==> config.mk <==
export PLATFORM = sky130hd
export DESIGN_NAME = spidg_slave
export DESIGN_NICKNAME = d
export VERILOG_FILES = /design/src/logic/spidg_pkg.sv /design/src/logic/spidg_slave.sv /design/src/logic/spidg_sync.sv
export SDC_FILE = /design/constraint.sdc
export NUM_CORES = 1
export LEC_CHECK = 0
export BUFFER_PORTS_ARGS = -buffer_cell sky130_fd_sc_hd__clkbuf_2
export CORE_ASPECT_RATIO = 1.1
export CORE_MARGIN = 5
export CORE_UTILIZATION = 49
export DETAILED_ROUTE_END_ITERATION = 10
export PLACE_DENSITY = 0.8
export SETUP_SLACK_MARGIN = 0.05
export SLEW_MARGIN = 25
export SYNTH_ARGS = -nofsm -noshare
export SYNTH_HDL_FRONTEND = slang
export SYNTH_SLANG_ARGS = --single-unit
==> constraint.sdc <==
create_clock -name clk_in -period 8.56 [get_ports clk_in]
set_input_delay 0.856 -clock clk_in [delete_from_list [all_inputs] [get_ports clk_in]]
set_output_delay 0.856 -clock clk_in [all_outputs]
set_load 0.01 [all_outputs]
==> src/logic/spidg_pkg.sv <==
// Shared constants and types for the serial datagram slave
package spidg_pkg;

  // Datagram geometry
  localparam int unsigned DG_BITS    = 40;
  localparam int unsigned DATA_BITS  = 32;
  localparam int unsigned ADDR_BITS  = 7;
  localparam int unsigned STAT_BITS  = 8;
  localparam int unsigned CNT_BITS   = 6;
  localparam logic [5:0]  DG_BITS_C  = 6'h28;

  // Register addresses (7-bit register number)
  localparam logic [6:0] ADDR_DEAD_TIME = 7'h0A;  // Write-only
  localparam logic [6:0] ADDR_CHOPPER   = 7'h6C;  // Read-write
  localparam logic [6:0] ADDR_DRV_STAT  = 7'h6F;  // Read-only

  // Field layout and reset values
  localparam int unsigned HSSD_BIT        = 0;
  localparam int unsigned DT_BITS         = 8;
  localparam logic [31:0] CHOPPER_RESET   = 32'h0000_0000;
  localparam logic [7:0]  DEAD_TIME_RESET = 8'h04;
  localparam logic [31:0] ZERO_WORD       = 32'h0000_0000;
  localparam logic [7:0]  ZERO_STAT       = 8'h00;

  // One received command
  typedef struct packed {
    logic                 write_flag;
    logic [ADDR_BITS-1:0] addr;
    logic [DATA_BITS-1:0] data;
  } spidg_cmd_t;

  // Gate pair for one half bridge
  typedef struct packed {
    logic high;
    logic low;
  } spidg_gate_t;

endpackage

==> src/logic/spidg_slave.sv <==
// Serial datagram slave: 40-bit framing, register access, gate dead time
//
// Operation
// - Each transaction is one 40-bit datagram: an address byte then four data bytes.
// - The address byte comes first and the 32-bit word follows it directly.
// - Every register moves as a full 32-bit word, unused upper bits meaningless.
// - Address byte top bit 0 means read, 1 means write; low seven bits are the address.
// - The register number is decoded from the address byte of every datagram.
// - Write-only, read-write and read-only registers exist; writes to read-only do nothing, write-only reads give zero.
// - A configuration bit turns off high-side short-to-supply detection.
// - Break-before-make dead time between high and low gate outputs is always generated.
// - Bits are shifted most significant first, bit 39 first and bit 0 last.
// - During the address byte the device shifts out an eight-bit status byte.
// - The returned word is the read value of the previous address, or the previous write data.
// - On select rising after at least forty bits, the last forty received are latched and executed.
`timescale 1ns/1ps
`default_nettype none

module spidg_slave
  import spidg_pkg::*;
#(
  parameter int unsigned DT_W = DT_BITS
) (
  input  wire logic                 clk_in,
  input  wire logic                 resetn_in,
  input  wire logic                 sck_in,
  input  wire logic                 sdi_in,
  input  wire logic                 chip_select_low_n_in,
  input  wire logic [STAT_BITS-1:0] status_in,
  input  wire logic [DATA_BITS-1:0] drv_status_in,
  input  wire spidg_gate_t          gate_demand_in,
  output var  logic                 sdo_out,
  output var  logic                 sdo_oe_out,
  output var  logic                 cmd_valid_out,
  output var  spidg_cmd_t           cmd_out,
  output var  logic                 high_side_short_disable_out,
  output var  spidg_gate_t          gate_out
);

  // Reset release through two flip-flops
  logic [1:0] rst_sync_reg;
  logic       rst_n;

  always_ff @(posedge clk_in or negedge resetn_in) begin
    if (!resetn_in) begin
      rst_sync_reg <= 2'h0;
    end else begin
      rst_sync_reg <= {rst_sync_reg[0], 1'b1};
    end
  end
  assign rst_n = rst_sync_reg[1];

  // Pin inputs: select idles high, clock idles high (mode 3)
  logic [2:0] pins_s;
  logic       sck_s;
  logic       sdi_s;
  logic       cs_n_s;

  spidg_sync #(
    .WIDTH (3),
    .INIT  (3'h5)
  ) u_pin_sync (
    .clk_in   (clk_in),
    .rst_n_in (rst_n),
    .async_in ({chip_select_low_n_in, sdi_in, sck_in}),
    .sync_out (pins_s)
  );
  assign sck_s  = pins_s[0];
  assign sdi_s  = pins_s[1];
  assign cs_n_s = pins_s[2];

  // Edge detection on the synchronised copies
  logic sck_d_reg;
  logic cs_n_d_reg;

  always_ff @(posedge clk_in or negedge rst_n) begin
    if (!rst_n) begin
      sck_d_reg  <= 1'b1;
      cs_n_d_reg <= 1'b1;
    end else begin
      sck_d_reg  <= sck_s;
      cs_n_d_reg <= cs_n_s;
    end
  end

  logic sck_rise;
  logic sck_fall;
  logic cs_fall;
  logic cs_rise;
  logic active;
  assign active   = ~cs_n_s;
  assign sck_rise = active & sck_s & ~sck_d_reg;
  assign sck_fall = active & ~sck_s & sck_d_reg;
  assign cs_fall  = ~cs_n_s & cs_n_d_reg;
  assign cs_rise  = cs_n_s & ~cs_n_d_reg;

  // Shift register, bit counter and pipelined reply
  logic [DG_BITS-1:0]   shift_reg;
  logic [CNT_BITS-1:0]  bit_cnt_reg;
  logic [DATA_BITS-1:0] reply_reg;
  logic [STAT_BITS-1:0] stat_reg;

  // Datagram view of the received bits
  spidg_cmd_t rx_cmd;
  logic       frame_ok;
  logic       exec;
  logic       exec_wr;
  assign rx_cmd   = spidg_cmd_t'(shift_reg);
  assign frame_ok = (bit_cnt_reg >= DG_BITS_C);
  assign exec     = cs_rise & frame_ok;
  assign exec_wr  = exec & rx_cmd.write_flag;

  // Address decode of the received register number
  logic hit_dead_time;
  logic hit_chopper;
  logic hit_drv_stat;
  assign hit_dead_time = (rx_cmd.addr == ADDR_DEAD_TIME);
  assign hit_chopper   = (rx_cmd.addr == ADDR_CHOPPER);
  assign hit_drv_stat  = (rx_cmd.addr == ADDR_DRV_STAT);

  // Register storage
  logic [DATA_BITS-1:0] chopper_reg;
  logic [DT_W-1:0]      dead_time_reg;

  // Read value: write-only and unmapped give zero
  logic [DATA_BITS-1:0] rd_value;
  assign rd_value = hit_chopper  ? chopper_reg   :
                    hit_drv_stat ? drv_status_in :
                    ZERO_WORD;

  // Reply for the next datagram: write data or read value
  logic [DATA_BITS-1:0] reply_next;
  assign reply_next = rx_cmd.write_flag ? rx_cmd.data : rd_value;

  // Serial shifting; bit 39 leaves first, sampled on clock rise
  always_ff @(posedge clk_in or negedge rst_n) begin
    if (!rst_n) begin
      shift_reg <= '0;
    end else if (cs_fall) begin
      shift_reg <= {stat_reg, reply_reg};
    end else if (sck_rise) begin
      shift_reg <= {shift_reg[DG_BITS-2:0], sdi_s};
    end
  end

  // Count bits, saturating; extra bits keep only the last forty
  always_ff @(posedge clk_in or negedge rst_n) begin
    if (!rst_n) begin
      bit_cnt_reg <= '0;
    end else if (cs_fall) begin
      bit_cnt_reg <= '0;
    end else if (sck_rise && !frame_ok) begin
      bit_cnt_reg <= bit_cnt_reg + 6'h01;
    end
  end

  // Output bit changes after the falling clock edge
  always_ff @(posedge clk_in or negedge rst_n) begin
    if (!rst_n) begin
      sdo_out    <= 1'b0;
      sdo_oe_out <= 1'b0;
    end else begin
      sdo_oe_out <= active;
      if (cs_fall) begin
        sdo_out <= stat_reg[STAT_BITS-1];
      end else if (sck_fall) begin
        sdo_out <= shift_reg[DG_BITS-1];
      end
    end
  end

  // Status and reply are latched at the end of each datagram
  always_ff @(posedge clk_in or negedge rst_n) begin
    if (!rst_n) begin
      stat_reg  <= ZERO_STAT;
      reply_reg <= ZERO_WORD;
    end else if (exec) begin
      stat_reg  <= status_in;
      reply_reg <= reply_next;
    end
  end

  // Register writes; read-only address ignores write data
  always_ff @(posedge clk_in or negedge rst_n) begin
    if (!rst_n) begin
      chopper_reg   <= CHOPPER_RESET;
      dead_time_reg <= DEAD_TIME_RESET[DT_W-1:0];
    end else if (exec_wr) begin
      if (hit_chopper) begin
        chopper_reg <= rx_cmd.data;
      end
      if (hit_dead_time) begin
        dead_time_reg <= rx_cmd.data[DT_W-1:0];
      end
    end
  end

  // Command report and configuration bit outputs
  always_ff @(posedge clk_in or negedge rst_n) begin
    if (!rst_n) begin
      cmd_valid_out               <= 1'b0;
      cmd_out                     <= '0;
      high_side_short_disable_out <= 1'b0;
    end else begin
      cmd_valid_out               <= exec;
      high_side_short_disable_out <= chopper_reg[HSSD_BIT];
      if (exec) begin
        cmd_out <= rx_cmd;
      end
    end
  end

  // Dead time: both gates off before the other side turns on
  spidg_gate_t     gate_target;
  logic            gate_change;
  logic            gate_any_on;
  logic [DT_W-1:0] dt_cnt_reg;
  logic            dt_busy;
  // Both demanded at once is treated as both off, never overlap
  assign gate_target.high = gate_demand_in.high & ~gate_demand_in.low;
  assign gate_target.low  = gate_demand_in.low & ~gate_demand_in.high;
  assign gate_change      = (gate_out != gate_target);
  assign gate_any_on      = gate_out.high | gate_out.low;
  assign dt_busy          = (dt_cnt_reg != '0);

  always_ff @(posedge clk_in or negedge rst_n) begin
    if (!rst_n) begin
      gate_out   <= '0;
      dt_cnt_reg <= '0;
    end else if (gate_change && gate_any_on) begin
      gate_out   <= '0;
      dt_cnt_reg <= dead_time_reg;
    end else if (dt_busy) begin
      dt_cnt_reg <= dt_cnt_reg - 1'b1;
    end else if (gate_change) begin
      gate_out <= gate_target;
    end
  end

endmodule // spidg_slave

`default_nettype wire

==> src/logic/spidg_sync.sv <==
// Two flip-flop synchroniser for a group of asynchronous inputs
`timescale 1ns/1ps
`default_nettype none

module spidg_sync #(
  parameter int unsigned WIDTH = 1,
  parameter logic [WIDTH-1:0] INIT = '0
) (
  input  wire logic             clk_in,
  input  wire logic             rst_n_in,
  input  wire logic [WIDTH-1:0] async_in,
  output var  logic [WIDTH-1:0] sync_out
);

  logic [WIDTH-1:0] meta_reg;

  // First stage feeds only the second stage
  always_ff @(posedge clk_in or negedge rst_n_in) begin
    if (!rst_n_in) begin
      meta_reg <= INIT;
      sync_out <= INIT;
    end else begin
      meta_reg <= async_in;
      sync_out <= meta_reg;
    end
  end

endmodule // spidg_sync

`default_nettype wire

==> out/metrics.csv <==
stage,metric,value,unit
status,status,completed,
global_route,total grt overflow,0,
global_route,Tot GR Track Use,19.3,%
sta,PnR worst setup slack,5.91,ns
clock_network,worst skew pair latency,0.44,ns
sta,Setup TNS,0,ns
logic_synthesis,Syn Nets,710,
clock_network,CTS Buf Count,17,
sta,Tmin final,2.65,ns
sta,max-slew violation count,0,
sta,final setup fails,0,
power,maximum vdd ir drop,0.165,mV
detailed_routing,wire per inst,18.2,µm
worst_setup_path,CP required,8.88,ns
detailed_routing,DR vias,5467,
logic_synthesis,Synth Cell Area,8110,µm²
placement,hpwl dp,10.6,mm
cells_and_area,"commonest non-fill, non-tap cells in the layout","182 x dfrtp_1, 92 x clkbuf_2, 90 x mux2_1",
global_route,pin count of the biggest net entering global routing,87,
detailed_routing,DRC Markers,0,
detailed_routing,"antenna viol nets, final",0,
sta,worst rel slew slack,39.4,%
cells_and_area,Final Util,57.5,%
clock_network,clock slew at reported path FFs,0.07,ns
detailed_routing,drt initial violations,314,
sta,Fin. Hold Viols,0,
worst_setup_path,Setup CP Type,register to register,
cells_and_area,Syn-to-layout area delta,15.7,%
clock_network,CTS Root Cell,clkbuf_16,
worst_setup_path,Crit. End Element,register,
logic_synthesis,synthesized area per cell,12.3,µm²
placement,port bufs,92,
sta,skew final,0.00655,ns
clock_network,CTS tree,built,
worst_setup_path,CP Launch Type,register,
hold_path,Hold Path Class,input pin to async pin,
floorplanning,Die Y,145,µm
clock_network,post-CTS setup buffers,0,
logic_synthesis,"Seq/Total Area, Yosys",58.8,%
job,max_cap viols,0,
sta,fmax,378,MHz
floorplanning,number of top-level pins,93,
global_route,first-pass GRT wire length,30.1,mm
clock_network,worst-case clock buffer depth,2,
global_route,number of global-route vias before repair,5831,
sta,ratio of final minimum period to clock period,30.9,%
clock_network,post_cts resized,0,
sta,RSZ-0062 raised after global routing,no,
floorplanning,Placeable Area,16300,µm²
floorplanning,initial core utilization,49.7,%
logic_synthesis,Synth warnings,0,
power,power per cell area,205,nW/µm²
worst_setup_path,CP max FO,61,
floorplanning,die area,19200,µm²
sta,Worst Max-Slew Pin Slew,0.908,ns
cells_and_area,"most common cell after layout, fill and taps aside",dfrtp_1,
floorplanning,Row Count,49,
logic_synthesis,Gate Count Post-Synth,660,
detailed_routing,TritonRoute pass-1 iters,4,
cells_and_area,fraction of layout instances using a drive strength above 1,20.9,%
cells_and_area,Layout Nets,785,
logic_synthesis,Netlist cell types,39,
global_route,initial antenna violation count,0,
detailed_routing,vias per inst,5.74,
clock_network,clk sink count,190,
worst_setup_path,crit path DAT,2.96,ns
placement,worst slack at placement,5.91,ns
detailed_routing,final wirelength,17.3,mm
logic_synthesis,Seq cells post-synth,190,
clock_network,# hold bufs at CTS,0,
power,Pleak,4.43,nW
placement,gpl congestion,0.711,
clock_network,CTS H-tree depth,4,
cells_and_area,antenna cell count,0,
floorplanning,die width,133,µm
==> routing by layer <==
layer / track usage (%) / routed length (µm) / vias to the layer above
met3: 4.33 / 772 / 27
met5: 0 / 0 / -
li1: - / - / 2508
met2: 31.1 / 8620 / 137
met1: 25.8 / 7600 / 2795
met4: 6.96 / 323 / 0
==> synth_stat cells (all sizes together) <==
master / instances / area [µm²]
xor2: 3 / 26.3
clkbuf: 32 / 120
and3: 3 / 18.8
nor3b: 2 / 15.0
or4b: 1 / 10.0
buf: 14 / 61.3
or4: 2 / 18.8
a21oi: 7 / 35.0
mux2: 97 / 1090
nand4: 1 / 6.26
a41oi: 1 / 8.76
o31ai: 2 / 15.0
and2: 2 / 12.5
dfrtp: 183 / 4580
o211ai: 32 / 240
nand2: 74 / 278
nand3: 5 / 25.0
nor2b: 1 / 6.26
or3b: 1 / 8.76
a22oi: 32 / 240
mux2i: 41 / 410
a32oi: 1 / 8.76
o21ai: 44 / 220
inv: 10 / 37.5
nor4b: 3 / 26.3
o21a: 33 / 248
nor2: 11 / 41.3
ha: 3 / 37.5
nand2b: 1 / 6.26
dfstp: 7 / 184
nor3: 7 / 40.0
xnor2: 3 / 26.3
conb: 1 / 3.75
==> power by group <==
group	total, mW	switching, mW	leakage, nW	internal, mW
logic	0.129	0.0669	1.53	0.0623
registers	0.956	0.0326	2.60	0.923
clock network	0.836	0.326	0.298	0.511
==> final cells by class <==
cell class / instances / area, µm²
multi-input cells: 414 / 3150
clock buffers: 22 / 474
fillers: 1347 / 6930
inverters: 10 / 37.5
flip-flops and latches: 190 / 4770
repair buffers: 102 / 539
clock inverters: 10 / 160
well taps: 204 / 255
==> worst max-delay path: stages, from the launching register on <==
cell and delay [ns]:
dfstp_2 0.61, inv_2 0.07, nor3_4 0.18, buf_4 0.56
buf_4 0.66, mux2_1 0.40
==> metrics by stage <==
stage / hold WS, ns / std cells / total power, mW / area (µm²)
floorplan: 0.331 / 660 / 1.06 / 8110
global placement: 0.337 / 920 / 1.09 / 8740
detailed placement: 0.341 / 920 / 1.10 / 8740
CTS: 0.182 / 952 / 1.94 / 9380
global route: 0.181 / 952 / 2.00 / 9380
finish: 0.197 / 952 / 1.92 / 9380
==> worst paths after layout <==
kind | end | start | slack (ns) | cells after the start
worst max-delay path | cmd_out[12]$_DFFE_PN0P_ | u_pin_sync.sync_out[2]$_DFF_PN1_ | 5.91 | 5
worst min-delay path | rst_sync_reg[1]$_DFF_PN0_ | resetn_in | 0.20 | 1
worst max register to register | cmd_out[12]$_DFFE_PN0P_ | u_pin_sync.sync_out[2]$_DFF_PN1_ | 5.91 | 5
worst min register to register | rst_sync_reg[1]$_DFF_PN0_ | rst_sync_reg[0]$_DFF_PN0_ | 0.36 | 0
max in group asynchronous | dt_cnt_reg[7]$_DFFE_PN0P_ | rst_sync_reg[1]$_DFF_PN0_ | 7.01 | 1
min in group clk_in | rst_sync_reg[1]$_DFF_PN0_ | rst_sync_reg[0]$_DFF_PN0_ | 0.36 | 0
==> kinds of logic after synthesis <==
kind of cell | Yosys count | synth area share (%)
adders and majority gates | 3 | 0.463
other | 1 | 0.0463
muxes | 138 | 18.5
xor gates and xnor gates | 6 | 0.648
DFF | 190 | 58.8
buffers and inverters | 56 | 2.70
AOI/OAI and AO/OA | 152 | 12.5
and+or+nand+nor | 114 | 6.33
Note: power is estimated with default switching activity, not from simulation.
